$ cat src/csdr_consts.vh
// Constants for the clock, SYSREF and delay-line configuration register slice
`ifndef CSDR_CONSTS_VH
`define CSDR_CONSTS_VH

// ==========================================================================
// Serial port framing
`define CSDR_ADDR_W 15
`define CSDR_CMD_LAST 4'hf
`define CSDR_DATA_LAST 4'h7
`define CSDR_BIT_ZERO 4'h0
`define CSDR_BIT_STEP 4'h1
`define CSDR_ADDR_STEP 15'h0001

// ==========================================================================
// Register offsets
`define CSDR_OFS_REF_CTRL 15'h0084
`define CSDR_OFS_SYSREF_HI 15'h0088
`define CSDR_OFS_SYSREF_LO 15'h0089
`define CSDR_OFS_DLL 15'h0090

// ==========================================================================
// Register indices
`define CSDR_NUM_REGS 4
`define CSDR_IDX_REF_CTRL 0
`define CSDR_IDX_SYSREF_HI 1
`define CSDR_IDX_SYSREF_LO 2
`define CSDR_IDX_DLL 3

// ==========================================================================
// Writable bits and reset values
`define CSDR_MASK_REF_CTRL 8'h31
`define CSDR_MASK_SYSREF_HI 8'h0f
`define CSDR_MASK_SYSREF_LO 8'hff
`define CSDR_MASK_DLL 8'h1f
`define CSDR_RST_REF_CTRL 8'h00
`define CSDR_RST_SYSREF_HI 8'h00
`define CSDR_RST_SYSREF_LO 8'h00
`define CSDR_RST_DLL 8'h1f

// ==========================================================================
// Field positions
`define CSDR_REF_RATE_MSB 5
`define CSDR_REF_RATE_LSB 4
`define CSDR_REF_PD_BIT 0
`define CSDR_HYST_EN_BIT 3
`define CSDR_RISE_BIT 2
`define CSDR_HYS_HI_MSB 1
`define CSDR_HYS_HI_LSB 0
`define CSDR_FINE_DC_BIT 4
`define CSDR_FINE_XC_BIT 3
`define CSDR_COARSE_DC_BIT 2
`define CSDR_COARSE_XC_BIT 1
`define CSDR_CLKGEN_PD_BIT 0
`define CSDR_HYS_W 10

// ==========================================================================
// Reference clock rate codes
`define CSDR_RATE_1X 2'h0
`define CSDR_RATE_2X 2'h1
`define CSDR_RATE_4X 2'h2
`define CSDR_RATE_OFF 2'h3

`endif

$ cat src/csdr_field_reg.v
// One 8-bit configuration register with reset value and writable-bit mask
`timescale 1ns/100ps

module csdr_field_reg
#(
  parameter [7:0] RESET_VAL = 8'h00,
  parameter [7:0] WR_MASK = 8'hff
)
(
  input wire ref_clk,
  input wire rst_b,
  input wire wr_en,
  input wire [7:0] wr_data,
  output reg [7:0] value
);

  always @(posedge ref_clk or negedge rst_b)
  begin
    if (!rst_b)
    begin
      value <= RESET_VAL;
    end
    else if (wr_en)
    begin
      value <= wr_data & WR_MASK; // RULE10
    end
  end

endmodule

$ cat src/csdr_config_regs.v
// Clock, SYSREF and delay-line configuration registers behind the serial port
//
// Notes on behaviour
// RULE1: Rate field selects 1x, 2x, 4x reference.
// RULE2: Rate code 11 disables loop reference clock.
// RULE3: Bit 0 set powers reference clock down.
// RULE4: Bit 3 enables programmable SYSREF hysteresis.
// RULE5: Bit 2 selects SYSREF rising edge.
// RULE6: Ten-bit hysteresis amount split over two registers.
// RULE7: Fine line correction enables, reset one.
// RULE8: Coarse line correction enables, reset one.
// RULE9: Bit 0 powers down loop and clockgen.
// RULE10: Reserved bits read zero, ignore writes.
// RULE11: Fields written over serial port, then applied.
`timescale 1ns/100ps
`include "csdr_consts.vh"

module csdr_config_regs
(
  input wire ref_clk,
  input wire rst_b,
  input wire spi_cs_b,
  input wire spi_sclk,
  input wire spi_sdi,
  output reg spi_sdo,
  output reg spi_sdo_oe,
  output reg loop_ref_clock_powerdown,
  output reg loop_ref_clock_disable,
  output reg [1:0] ref_clock_rate_mult,
  output reg ref_clock_mult_2x,
  output reg ref_clock_mult_4x,
  output reg sysref_hysteresis_enable,
  output reg sysref_rising_edge_select,
  output reg [9:0] sysref_hysteresis_amount,
  output reg [9:0] sysref_hysteresis_applied,
  output reg fine_line_duty_correct_en,
  output reg fine_line_cross_control_en,
  output reg coarse_line_duty_correct_en,
  output reg coarse_line_cross_control_en,
  output reg lock_loop_clockgen_powerdown
);

  // ==========================================================================
  // Register table
  localparam NREG = `CSDR_NUM_REGS;
  localparam AW = `CSDR_ADDR_W;
  localparam [4*AW-1:0] REG_OFS =
    {`CSDR_OFS_DLL, `CSDR_OFS_SYSREF_LO, `CSDR_OFS_SYSREF_HI, `CSDR_OFS_REF_CTRL};
  localparam [31:0] REG_RST =
    {`CSDR_RST_DLL, `CSDR_RST_SYSREF_LO, `CSDR_RST_SYSREF_HI, `CSDR_RST_REF_CTRL};
  localparam [31:0] REG_MASK =
    {`CSDR_MASK_DLL, `CSDR_MASK_SYSREF_LO, `CSDR_MASK_SYSREF_HI, `CSDR_MASK_REF_CTRL};
  localparam [7:0] RST_REF = `CSDR_RST_REF_CTRL;
  localparam [7:0] RST_SYS_HI = `CSDR_RST_SYSREF_HI;
  localparam [7:0] RST_SYS_LO = `CSDR_RST_SYSREF_LO;
  localparam [7:0] RST_DLL = `CSDR_RST_DLL;

  // ==========================================================================
  // Frame states
  localparam ST_CMD = 1'b0;
  localparam ST_DATA = 1'b1;

  // ==========================================================================
  // Address decode, one-hot over the register table
  function [NREG-1:0] csdr_reg_sel;
    input [AW-1:0] addr;
    integer k;
    begin
      csdr_reg_sel = {NREG{1'b0}};
      for (k = 0; k < NREG; k = k + 1)
      begin
        if (addr == REG_OFS[k*AW +: AW])
        begin
          csdr_reg_sel[k] = 1'b1;
        end
      end
    end
  endfunction

  // ==========================================================================
  // Serial frame engine
  reg sclk_d;
  reg state;
  reg [3:0] bit_cnt;
  reg [14:0] cmd_shift;
  reg rd_mode;
  reg [AW-1:0] cur_addr;
  reg [6:0] data_shift;
  reg wr_pulse;
  reg [AW-1:0] wr_addr;
  reg [7:0] wr_byte;
  reg load_pending;
  reg [7:0] sdo_shift;
  wire sclk_rise;
  wire sclk_fall;
  wire [7:0] rd_value;

  assign sclk_rise = ~spi_cs_b & spi_sclk & ~sclk_d;
  assign sclk_fall = ~spi_cs_b & ~spi_sclk & sclk_d;

  always @(posedge ref_clk or negedge rst_b)
  begin
    if (!rst_b)
    begin
      sclk_d <= 1'b0;
    end
    else
    begin
      sclk_d <= spi_sclk;
    end
  end

  always @(posedge ref_clk or negedge rst_b)
  begin
    if (!rst_b)
    begin
      state <= ST_CMD;
      bit_cnt <= `CSDR_BIT_ZERO;
      cmd_shift <= 15'h0000;
      rd_mode <= 1'b0;
      cur_addr <= {AW{1'b0}};
      data_shift <= 7'h00;
      wr_pulse <= 1'b0;
      wr_addr <= {AW{1'b0}};
      wr_byte <= 8'h00;
      load_pending <= 1'b0;
    end
    else if (spi_cs_b)
    begin
      state <= ST_CMD;
      bit_cnt <= `CSDR_BIT_ZERO;
      rd_mode <= 1'b0;
      wr_pulse <= 1'b0;
      load_pending <= 1'b0;
    end
    else
    begin
      wr_pulse <= 1'b0;
      load_pending <= 1'b0;
      if (sclk_rise)
      begin
        case (state)
          ST_CMD:
          begin
            cmd_shift <= {cmd_shift[13:0], spi_sdi};
            if (bit_cnt == `CSDR_CMD_LAST)
            begin
              state <= ST_DATA;
              bit_cnt <= `CSDR_BIT_ZERO;
              rd_mode <= cmd_shift[14];
              cur_addr <= {cmd_shift[13:0], spi_sdi};
              load_pending <= cmd_shift[14];
            end
            else
            begin
              bit_cnt <= bit_cnt + `CSDR_BIT_STEP;
            end
          end
          ST_DATA:
          begin
            data_shift <= {data_shift[5:0], spi_sdi};
            if (bit_cnt == `CSDR_DATA_LAST)
            begin
              bit_cnt <= `CSDR_BIT_ZERO;
              wr_pulse <= ~rd_mode; // RULE11
              wr_addr <= cur_addr;
              wr_byte <= {data_shift, spi_sdi};
              cur_addr <= cur_addr + `CSDR_ADDR_STEP;
              load_pending <= rd_mode;
            end
            else
            begin
              bit_cnt <= bit_cnt + `CSDR_BIT_STEP;
            end
          end
          default:
          begin
            state <= ST_CMD;
            bit_cnt <= `CSDR_BIT_ZERO;
          end
        endcase
      end
    end
  end

  // Read data: loaded after the address or a finished byte, shifted on falls
  always @(posedge ref_clk or negedge rst_b)
  begin
    if (!rst_b)
    begin
      sdo_shift <= 8'h00;
      spi_sdo <= 1'b0;
      spi_sdo_oe <= 1'b0;
    end
    else
    begin
      if (load_pending)
      begin
        sdo_shift <= {rd_value[6:0], 1'b0};
        spi_sdo <= rd_value[7]; // RULE11
      end
      else if (sclk_fall && (state == ST_DATA) && (bit_cnt != `CSDR_BIT_ZERO))
      begin
        sdo_shift <= {sdo_shift[6:0], 1'b0};
        spi_sdo <= sdo_shift[7];
      end
      spi_sdo_oe <= ~spi_cs_b & (state == ST_DATA) & rd_mode;
    end
  end

  // ==========================================================================
  // Register storage and read-back
  wire [NREG-1:0] wr_sel;
  wire [NREG-1:0] rd_sel;
  wire [8*NREG-1:0] reg_value;
  wire [8*NREG-1:0] rd_terms;
  reg [7:0] rd_or;
  integer j;

  assign wr_sel = csdr_reg_sel(wr_addr);
  assign rd_sel = csdr_reg_sel(cur_addr);

  genvar g;
  generate
    for (g = 0; g < NREG; g = g + 1)
    begin : g_reg
      csdr_field_reg
      #(
        .RESET_VAL(REG_RST[8*g +: 8]),
        .WR_MASK(REG_MASK[8*g +: 8])
      )
      u_reg
      (
        .ref_clk(ref_clk),
        .rst_b(rst_b),
        .wr_en(wr_pulse & wr_sel[g]), // RULE11
        .wr_data(wr_byte),
        .value(reg_value[8*g +: 8])
      );
      assign rd_terms[8*g +: 8] = rd_sel[g] ? reg_value[8*g +: 8] : 8'h00;
    end
  endgenerate

  // Unmapped addresses read zero
  always @*
  begin
    rd_or = 8'h00;
    for (j = 0; j < NREG; j = j + 1)
    begin
      rd_or = rd_or | rd_terms[8*j +: 8];
    end
  end

  assign rd_value = rd_or; // RULE10

  // ==========================================================================
  // Clock circuitry outputs
  wire [7:0] ref_ctrl;
  wire [7:0] sys_hi;
  wire [7:0] sys_lo;
  wire [7:0] dll_ctrl;
  wire [1:0] rate_code;
  wire [9:0] hys_amount;

  assign ref_ctrl = reg_value[8*`CSDR_IDX_REF_CTRL +: 8];
  assign sys_hi = reg_value[8*`CSDR_IDX_SYSREF_HI +: 8];
  assign sys_lo = reg_value[8*`CSDR_IDX_SYSREF_LO +: 8];
  assign dll_ctrl = reg_value[8*`CSDR_IDX_DLL +: 8];
  assign rate_code = ref_ctrl[`CSDR_REF_RATE_MSB:`CSDR_REF_RATE_LSB];
  assign hys_amount = {sys_hi[`CSDR_HYS_HI_MSB:`CSDR_HYS_HI_LSB], sys_lo}; // RULE6

  always @(posedge ref_clk or negedge rst_b)
  begin
    if (!rst_b)
    begin
      loop_ref_clock_powerdown <= RST_REF[`CSDR_REF_PD_BIT];
      ref_clock_rate_mult <= RST_REF[`CSDR_REF_RATE_MSB:`CSDR_REF_RATE_LSB];
      loop_ref_clock_disable <= 1'b0;
      ref_clock_mult_2x <= 1'b0;
      ref_clock_mult_4x <= 1'b0;
      sysref_hysteresis_enable <= RST_SYS_HI[`CSDR_HYST_EN_BIT];
      sysref_rising_edge_select <= RST_SYS_HI[`CSDR_RISE_BIT];
      sysref_hysteresis_amount <= {RST_SYS_HI[`CSDR_HYS_HI_MSB:`CSDR_HYS_HI_LSB], RST_SYS_LO};
      sysref_hysteresis_applied <= {`CSDR_HYS_W{1'b0}};
      fine_line_duty_correct_en <= RST_DLL[`CSDR_FINE_DC_BIT];
      fine_line_cross_control_en <= RST_DLL[`CSDR_FINE_XC_BIT];
      coarse_line_duty_correct_en <= RST_DLL[`CSDR_COARSE_DC_BIT];
      coarse_line_cross_control_en <= RST_DLL[`CSDR_COARSE_XC_BIT];
      lock_loop_clockgen_powerdown <= RST_DLL[`CSDR_CLKGEN_PD_BIT];
    end
    else
    begin
      loop_ref_clock_powerdown <= ref_ctrl[`CSDR_REF_PD_BIT]; // RULE3
      ref_clock_rate_mult <= rate_code; // RULE1
      loop_ref_clock_disable <= (rate_code == `CSDR_RATE_OFF); // RULE2
      ref_clock_mult_2x <= (rate_code == `CSDR_RATE_2X); // RULE1
      ref_clock_mult_4x <= (rate_code == `CSDR_RATE_4X); // RULE1
      sysref_hysteresis_enable <= sys_hi[`CSDR_HYST_EN_BIT]; // RULE4
      sysref_rising_edge_select <= sys_hi[`CSDR_RISE_BIT]; // RULE5
      sysref_hysteresis_amount <= hys_amount; // RULE6
      sysref_hysteresis_applied <= sys_hi[`CSDR_HYST_EN_BIT] ? hys_amount
                                                             : {`CSDR_HYS_W{1'b0}}; // RULE4
      fine_line_duty_correct_en <= dll_ctrl[`CSDR_FINE_DC_BIT]; // RULE7
      fine_line_cross_control_en <= dll_ctrl[`CSDR_FINE_XC_BIT]; // RULE7
      coarse_line_duty_correct_en <= dll_ctrl[`CSDR_COARSE_DC_BIT]; // RULE8
      coarse_line_cross_control_en <= dll_ctrl[`CSDR_COARSE_XC_BIT]; // RULE8
      lock_loop_clockgen_powerdown <= dll_ctrl[`CSDR_CLKGEN_PD_BIT]; // RULE9
    end
  end

endmodule

$ cat config.mk
export PLATFORM = sky130hd
export DESIGN_NAME = csdr_config_regs
export DESIGN_NICKNAME = d
export VERILOG_FILES = /design/src/csdr_field_reg.v /design/src/csdr_config_regs.v
export VERILOG_INCLUDE_DIRS = /design/src
export SDC_FILE = /design/constraint.sdc
export NUM_CORES = 1
export LEC_CHECK = 0
export ABC_CLOCK_PERIOD_IN_PS = 2100
export BUFFER_PORTS_ARGS = -buffer_cell sky130_fd_sc_hd__buf_2
export CORE_MARGIN = 4
export CORE_UTILIZATION = 40
export DETAILED_ROUTE_END_ITERATION = 6
export SLEW_MARGIN = 10
export SYNTH_ARGS = -nofsm -noshare
export SYNTH_HDL_FRONTEND = slang
export SYNTH_HIERARCHICAL = 1
export SYNTH_SLANG_ARGS = --single-unit
$ cat constraint.sdc
create_clock -name ref_clk -period 2.1 [get_ports ref_clk]
set_input_delay 0 -clock ref_clk [delete_from_list [all_inputs] [get_ports ref_clk]]
set_output_delay 0 -clock ref_clk [all_outputs]
set_load 0.01 [all_outputs]
==> flow_metrics.py, run 1 <==
metrics = {
    "routing": {
        "drc": 0,
        "dr_total_vias": 3707,
        "wirelength_um": 11300,
        "via_per_inst": 5.33,
        "drtIter0Drc": 206,
        "firstDrtPassIters": 5,
        "wl_per_cell_um": 16.3,
        "ant_nets": 0,
    },
    "yosys": {
        "synthArstFlopShare_pct": 100,
        "synth_top_area_share_pct": 52.8,
        "yosysWarnings": 6,
        "synth.avg_cell_area_um2": 12.8,
        "synth_top_cell_by_area": "dfrtp_1",
        "synth.distinct_cells": 57,
        "syn_area_um2": 5740,
        "synthCells": 449,
        "synth_area_leaders": "dfrtp_1, mux2_2, dfstp_2, mux2_1, mux2i_1",
        "seq_area_frac_synth_pct": 57.4,
        "ys_top_cells_by_count": "dfrtp_1, mux2_2, clkbuf_1, nand2_1",
        "synth_edf_count": 0,
        "synth_flop_cell": "dfrtp_1",
        "yosysMostFrequentCell": "dfrtp_1",
        "ys_ff_latch": 131,
    },
    "sta": {
        "worst_slew_pin_slew_ns": 0.645,
        "setup_violations": 0,
        "clock_skew_ns": 0.00762,
        "period_share_pct": 91.0,
        "final.setup.worst_slack_ns": 0.189,
        "period_needed_ns": 1.91,
        "slew_violations": 0,
        "fmax_ghz": 0.523,
        "rsz0062_at_grt": "no",
        "max_slew_margin_pct": 57.0,
        "final.setup.tns_ns": 0,
        "hold_viol_final": 0,
    },
    "clock_tree": {
        "cts.sinks": 131,
        "cts_buffers": 17,
        "cts_max_level": 4,
        "ctsRootBufferMaster": "clkbuf_16",
        "clock_latency_ns": 0.42,
        "clock_path_buffers": 2,
        "clk_pin_slew_ns": 0.06,
        "cts_tree": "yes",
    },
    "global_routing": {
        "grt_pass1_wl_um": 19200,
        "grtUsageTotal_pct": 15.0,
        "grt_pass1_vias": 3733,
        "grt_start_max_net_pins": 51,
        "grt_overflow": 0,
        "antenna_found_initial": 0,
    },
    "critical_path": {
        "cp-endpoint": "g_reg[2].u_reg/value[4]$_DFFE_PN0P_",
        "rr_startpoint": "wr_addr[9]$_DFFE_PN0P_",
        "crit_path_start_kind": "register",
        "crit_type": "reg2reg",
        "worstPathRequired_ns": 2.40,
        "rr_endpoint": "g_reg[2].u_reg/value[4]$_DFFE_PN0P_",
        "rr_worst_depth": 6,
        "cp_slowest_stage_delay_ns": 0.37,
        "rrSetupSlack_ns": 0.19,
        "crit_slowest_cell": "dfrtp_1",
        "crit_arrival_ns": 2.22,
        "worstPathCellList": "nor4b_1 -> and4b_1 -> nand4_1 -> nor3b_2 -> buf_4 -> mux2_4",
        "cp-end-kind": "register",
        "path_max_fanout": 8,
        "startpoint": "wr_addr[9]$_DFFE_PN0P_",
    },
    "placed_design": {
        "gp_congestion": 0.832,
        "hpwlAfterDp_um": 8030,
        "placed_cell_area_um2": 6150,
        "post-place-ws_ns": 0.137,
        "port_buffers": 39,
    },
    "layout": {
        "antennaDiodeCount": 0,
        "fin_nets": 512,
        "final_util_pct": 48.7,
        "design_area_um2": 6820,
        "nFillCells": 1245,
        "drive_above_1_share_pct": 31.7,
        "area.growth.synth_to_final_pct": 18.8,
    },
    "floorplan": {
        "die_y_um": 128,
        "dieArea_um2": 16300,
        "dieWidth_um": 128,
        "rows": 43,
        "core_um2": 14000,
        "start_util_pct": 41.0,
        "ios": 40,
    },
    "status": {
        "status": "finished clean",
    },
    "pwr": {
        "total_power_mw": 5.89,
        "ir_drop_uv": 591,
        "p_leak_nw": 3.17,
        "power_density_nw_per_um2": 864,
    },
    "min_path": {
        "hold_path_class": "in2async",
    },
    "flow_run": {
        "cap_violations": 0,
    },
}
[registers in the layout, indices dropped and copies added, names as in the netlist, 2 cells and up]
name,count
g.u_reg/value,20
sdo_shift,7
wr_addr,15
wr_byte,8
cmd_shift,15
cur_addr,15
data_shift,7
ref_clock_rate_mult,2
sysref_hysteresis_applied,10
bit_cnt,4
sysref_hysteresis_amount,10
[layer usage]
layer / vias up / routed length [um] / global-route usage [%]
met5: - / 0 / 0
met4: 0 / 238 / 6.68
met3: 19 / 528 / 4.46
met2: 80 / 5450 / 22.7
met1: 1886 / 5120 / 19.9
li1: 1722 / - / -
[cells by family (layout without fill, tap and decap cells)]
logic type	Yosys count	count (layout)	synth area share, %
muxes	79	79	15.7
adders and majority gates	5	5	1.09
buffers and inverters	47	104	4.49
DFF	131	131	57.4
other	3	12	0.196
and+or+nand+nor	122	122	13.1
xor gates and xnor gates	2	2	0.436
AOI/OAI and AO/OA	60	60	7.57
[how the worst min path moves through the flow]
stage / depth (start not counted) / startpoint / to
finish: 2 / rst_b / cmd_shift[7]$_DFFE_PN0P_
global route: 2 / rst_b / cmd_shift[7]$_DFFE_PN0P_
CTS: 2 / rst_b / cmd_shift[7]$_DFFE_PN0P_
detailed placement: 1 / rst_b / cmd_shift[7]$_DFFE_PN0P_
global placement: 1 / rst_b / cmd_shift[7]$_DFFE_PN0P_
floorplan: 0 / rst_b / bit_cnt[0]$_DFFE_PN0P_
[where the power goes]
group          internal [mW]  switching, mW  total (mW)
combinational         0.0910         0.0918       0.183
sequential              2.61         0.0614        2.67
clock                   1.96           1.07        3.04
[cell type report]
class                   instances  area (um^2)  share of cell area [%]
flip-flops and latches        131         3290                    48.3
multi-input cells             280         2230                    32.7
clock buffers                  21          470                    6.90
repair buffers                 63          413                    6.06
well taps                     180          225                    3.30
clock inverters                11          153                    2.24
inverters                       9         33.8                   0.496
[stage by stage]
step                hold WS, ns  std cells
floorplan                -0.296        458
global placement         0.0614        659
detailed placement       0.0659        659
CTS                       0.163        695
global route              0.215        695
finish                    0.143        695
[repair_timing]
item	CTS	global route
endpoints found under the setup margin	0	3
endpoints found under the hold margin	53	0
hold buffers	4	0
setup buffers	0	0
gates resized for setup	0	1
[critical path, delay by kind of cell (launching register included)]
family / cells / cell delay, ns
AND/OR/NAND/NOR: 4 / 0.90
buffers and inverters: 1 / 0.22
multiplexers: 1 / 0.31
flip-flops: 1 / 0.37
[placed cells by master, fill, tap and decap left out, types with 12 or more instances in the layout]
cell and count:
o22ai_1 12, conb_1 12, mux2_2 44, and2_1 14, clkbuf_16 17, nand3b_1 15, mux2_1 13, nand2_1 17
buf_4 19, nand3_1 12, a21oi_1 13, mux2i_1 14, dfrtp_1 121, buf_2 38
No activity file was read; power rests on OpenSTA's default activity.
==> run 2, diff against run 1 <==
Settings changed: REMOVE_ABC_BUFFERS from default to 1.
==> flow_metrics.py, run 2 (synthesized netlist as in run 1, its figures left out) <==
metrics = {
    "routing": {
        "wl_per_cell_um": 16.5,
        "ant_nets": 0,
        "dr_total_vias": 3623,
        "firstDrtPassIters": 4,
        "drtIter0Drc": 195,
        "drc": 0,
        "wirelength_um": 11500,
        "via_per_inst": 5.22,
    },
    "critical_path": {
        "rr_endpoint": "g_reg[0].u_reg/value[4]$_DFFE_PN0P_",
        "crit_path_start_kind": "register",
        "crit_type": "reg2reg",
        "worstPathRequired_ns": 2.40,
        "rrSetupSlack_ns": 0.15,
        "rr_worst_depth": 5,
        "crit_arrival_ns": 2.25,
        "path_max_fanout": 3,
        "rr_startpoint": "wr_addr[9]$_DFFE_PN0P_",
        "cp-end-kind": "register",
    },
    "layout": {
        "area.growth.synth_to_final_pct": 18.7,
        "fin_nets": 511,
        "regMostFlops": "g.u_reg/value",
        "drive_above_1_share_pct": 31.3,
        "layout.cells.non_filler": 694,
        "mostFrequentLayoutCell": "dfrtp_1",
        "final_cell_mix": "dfrtp_1, mux2_2, buf_2",
        "largest_register_ff_count": 20,
        "antennaDiodeCount": 0,
    },
    "flow_run": {
        "cap_violations": 0,
    },
    "placed_design": {
        "dp_cells": 658,
        "port_buffers": 39,
        "post-place-ws_ns": 0.122,
        "hpwlAfterDp_um": 7980,
        "gp_congestion": 0.849,
    },
    "pwr": {
        "ir_drop_uv": 480,
        "power_density_nw_per_um2": 875,
        "total_power_mw": 5.96,
        "p_leak_nw": 3.17,
    },
    "clock_tree": {
        "cts_buffers": 17,
        "ctsHoldBuffers": 4,
        "clk_pin_slew_ns": 0.06,
        "cts_max_level": 4,
        "ctsRootBufferMaster": "clkbuf_16",
        "cts_tree": "yes",
        "clock_latency_ns": 0.41,
        "post_cts_resized": 0,
        "clock_path_buffers": 2,
        "cts.sinks": 131,
        "cts_setup_buffers": 0,
    },
    "global_routing": {
        "grt_start_max_net_pins": 46,
        "antenna_found_initial": 0,
        "grt_pass1_vias": 3704,
        "grtUsageTotal_pct": 15.2,
        "grt_pass1_wl_um": 19600,
        "grt_overflow": 0,
    },
    "sta": {
        "period_needed_ns": 1.95,
        "hold_viol_final": 0,
        "fmax_ghz": 0.512,
        "clock_skew_ns": 0.00495,
        "setup_violations": 0,
        "hold-worst-slack_ns": 0.0758,
        "period_share_pct": 93.1,
        "slew_violations": 0,
        "rsz0062_at_grt": "no",
        "final.setup.worst_slack_ns": 0.146,
    },
    "floorplan": {
        "start_util_pct": 41.0,
        "ios": 40,
        "rows": 43,
        "dieArea_um2": 16300,
        "dieWidth_um": 128,
        "die_y_um": 128,
        "core_um2": 14000,
    },
    "status": {
        "status": "finished clean",
    },
    "min_path": {
        "hold_path_class": "in2async",
    },
}
==> run 2: cell types whose count changed in the layout (fill, tap and decap cells not counted) <==
cell,change
clkinv_2,+2
nor3b_1,+1
bufinv_16,+1
clkinv_4,-2
clkbuf_8,-2
buf_6,+1
clkinvlp_4,+1
nor3b_2,-1
buf_4,-2
==> run 2: worst max path at each step <==
stage,startpoint,to,cells past startpoint
2_1_floorplan,state$_DFFE_PN0P_,wr_byte[0]$_DFFE_PN0P_,4
3_3_place_gp,wr_addr[9]$_DFFE_PN0P_,g_reg[3].u_reg/value[4]$_DFFE_PN1P_,6
3_5_place_dp,wr_addr[9]$_DFFE_PN0P_,g_reg[0].u_reg/value[5]$_DFFE_PN0P_,5
4_1_cts,wr_addr[9]$_DFFE_PN0P_,g_reg[0].u_reg/value[5]$_DFFE_PN0P_,5
5_1_grt,wr_addr[9]$_DFFE_PN0P_,g_reg[0].u_reg/value[5]$_DFFE_PN0P_,5
6_report,wr_addr[9]$_DFFE_PN0P_,g_reg[0].u_reg/value[4]$_DFFE_PN0P_,5
==> run 2: area by class of cell <==
type	count	area [um^2]
clock buffer	19	443
multi-input combinational	280	2230
sequential	131	3290
clock inverter	13	183
tap	180	225
inverter	9	33.8
timing repair buffer	62	409
fill	1236	7180
==> run 2: worst max-delay path: stages (launching register included) <==
cell and delay (ns):
dfrtp_1 0.38, nor4b_1 0.28, and4b_1 0.25, nand3_1 0.11
nor3b_1 0.43, mux2_2 0.39
==> run 2: routing by layer <==
layer,share of wire (%),track usage (%),vias up,wire [um]
li1,-,-,1720,-
met1,45,19.5,1823,5200
met2,49,24.5,56,5590
met3,3.5,3.88,24,402
met4,2.5,6.74,0,292
met5,0,0,-,0
==> run 2: stage by stage <==
stage	utilization (%)	setup TNS [ns]	area (um^2)
detailed placement	43.9	0	6140
finish	48.7	0	6810
CTS	48.7	0	6810
global placement	43.9	0	6140
global route	48.7	0	6810
floorplan	-	-16.77	5550
==> run 2: report_power, final <==
part	switching, mW	internal (mW)
combinational	0.0939	0.0907
clock	1.09	2.01
sequential	0.0629	2.61
==> run 3, diff against run 2 <==
Settings changed: ABC_CLOCK_PERIOD_IN_PS 2100 to 2400.
Clock period 2.1 ns to 2.4 ns, I/O delays scaled along.
==> flow_metrics.py, run 3 (synthesized netlist as in run 1, its figures left out) <==
metrics = {
    "global_routing": {
        "antenna_found_initial": 0,
        "grt_overflow": 0,
        "grtUsageTotal_pct": 15.2,
        "grt_pass1_vias": 3728,
        "grt_pass1_wl_um": 19600,
        "grt_start_max_net_pins": 58,
    },
    "sta": {
        "slew_violations": 0,
        "clock_skew_ns": 0.00731,
        "rsz0062_at_grt": "no",
        "setup_violations": 0,
        "final.setup.worst_slack_ns": 0.392,
        "fmax_ghz": 0.498,
        "worst_slew_pin_slew_ns": 0.501,
        "final.setup.tns_ns": 0,
        "hold_viol_final": 0,
        "period_share_pct": 83.7,
        "period_needed_ns": 2.01,
        "max_slew_margin_pct": 66.5,
    },
    "critical_path": {
        "worstPathRequired_ns": 2.70,
        "cp-end-kind": "register",
        "path_max_fanout": 23,
        "crit_type": "reg2reg",
        "crit_arrival_ns": 2.31,
        "crit_path_start_kind": "register",
    },
    "layout": {
        "seq_area_um2": 3290,
        "regMostFlops": "g.u_reg/value",
        "nFillCells": 1271,
        "drive_above_1_share_pct": 30.7,
        "fin_nets": 505,
        "multi_input_area_um2": 2230,
        "largest_register_ff_count": 20,
        "mostFrequentLayoutCell": "dfrtp_1",
        "area.growth.synth_to_final_pct": 17.2,
        "antennaDiodeCount": 0,
        "final_cell_mix": "dfrtp_1, mux2_2, buf_2, nand2_1, clkbuf_16",
    },
    "pwr": {
        "p_leak_nw": 3.13,
        "ir_drop_uv": 545,
        "power_density_nw_per_um2": 752,
    },
    "floorplan": {
        "rows": 43,
        "dieWidth_um": 128,
        "start_util_pct": 41.0,
        "die_y_um": 128,
        "dieArea_um2": 16300,
        "ios": 40,
        "core_um2": 14000,
    },
    "flow_run": {
        "cap_violations": 0,
    },
    "clock_tree": {
        "post_cts_resized": 0,
        "cts_max_level": 4,
        "clk_pin_slew_ns": 0.06,
        "clock_path_buffers": 2,
        "cts.sinks": 131,
        "ctsRootBufferMaster": "clkbuf_16",
        "clock_latency_ns": 0.42,
        "cts_tree": "yes",
        "ctsHoldBuffers": 4,
        "cts_setup_buffers": 0,
        "cts_buffers": 17,
    },
    "placed_design": {
        "gp_congestion": 0.825,
        "post-place-ws_ns": 0.401,
        "hpwlAfterDp_um": 7780,
        "port_buffers": 39,
    },
    "routing": {
        "firstDrtPassIters": 4,
        "drtIter0Drc": 202,
        "wirelength_um": 11300,
        "wl_per_cell_um": 16.4,
        "ant_nets": 0,
        "dr_total_vias": 3669,
        "drc": 0,
        "via_per_inst": 5.33,
    },
    "status": {
        "status": "finished clean",
    },
    "min_path": {
        "hold_path_class": "in2async",
    },
}
==> run 3: per-stage QoR <==
| stage | power (mW) | cells | util [%] | instance area (um^2) | hold WS [ns] |
|---|---|---|---|---|---|
| 2_1_floorplan | 2.45 | 420 | - | 5550 | -0.296 |
| 3_3_place_gp | 2.53 | 652 | 43.5 | 6090 | -0.0518 |
| 3_5_place_dp | 2.54 | 652 | 43.5 | 6090 | -0.0453 |
| 4_1_cts | 5.13 | 688 | 48.1 | 6720 | 0.0831 |
| 5_1_grt | 5.29 | 688 | 48.1 | 6720 | 0.115 |
| 6_report | 5.05 | 688 | 48.1 | 6720 | 0.0770 |
==> run 3: report_power, final <==
| group | total, mW | switching, mW | leakage [nW] | internal (mW) |
|---|---|---|---|---|
| clock network | 2.56 | 1.00 | 0.290 | 1.56 |
| logic | 0.159 | 0.0810 | 1.13 | 0.0776 |
| registers | 2.34 | 0.0550 | 1.72 | 2.28 |
| total | 5.05 | 1.14 | 3.13 | 3.92 |
==> run 3: routing by layer <==
metal	global-route usage [%]	part of all wire [%]
met5	0	0
met4	7.49	3.3
met3	4.13	4.2
met2	24.2	48
met1	19.2	44
==> run 3: critical path: stages, from the launching register on <==
cell and delay [ns]:
dfrtp_1 0.40, ha_1 0.18, and2_1 0.36, nand3_1 0.17, nor2_2 0.10, buf_4 0.30, mux2_2 0.37
==> run 3: final timing paths <==
check / from / endpoint / slack [ns] / cells past startpoint
worst max-delay path: bit_cnt[0]$_DFFE_PN0P_ / wr_addr[5]$_DFFE_PN0P_ / 0.39 / 6
worst min-delay path: rst_b / spi_sdo$_DFFE_PN0P_ / 0.08 / 2
worst max register to register: bit_cnt[0]$_DFFE_PN0P_ / wr_addr[5]$_DFFE_PN0P_ / 0.39 / 6
worst min register to register: g_reg[3].u_reg/value[0]$_DFFE_PN1P_ / lock_loop_clockgen_powerdown$_DFF_PN1_ / 0.37 / 0
max in group asynchronous: rst_b / g_reg[3].u_reg/value[0]$_DFFE_PN1P_ / 1.55 / 3
min in group ref_clk: spi_sclk / sclk_d$_DFF_PN0_ / 0.31 / 2
==> run 3: layout make-up <==
| cell class | count | share of cell area, % |
|---|---|---|
| Sequential cell | 131 | 49.0 |
| Multi-Input combinational cell | 280 | 33.1 |
| Clock buffer | 17 | 6.33 |
| Timing Repair Buffer | 56 | 5.23 |
| Tap cell | 180 | 3.35 |
| Clock inverter | 15 | 2.51 |
| Inverter | 9 | 0.503 |
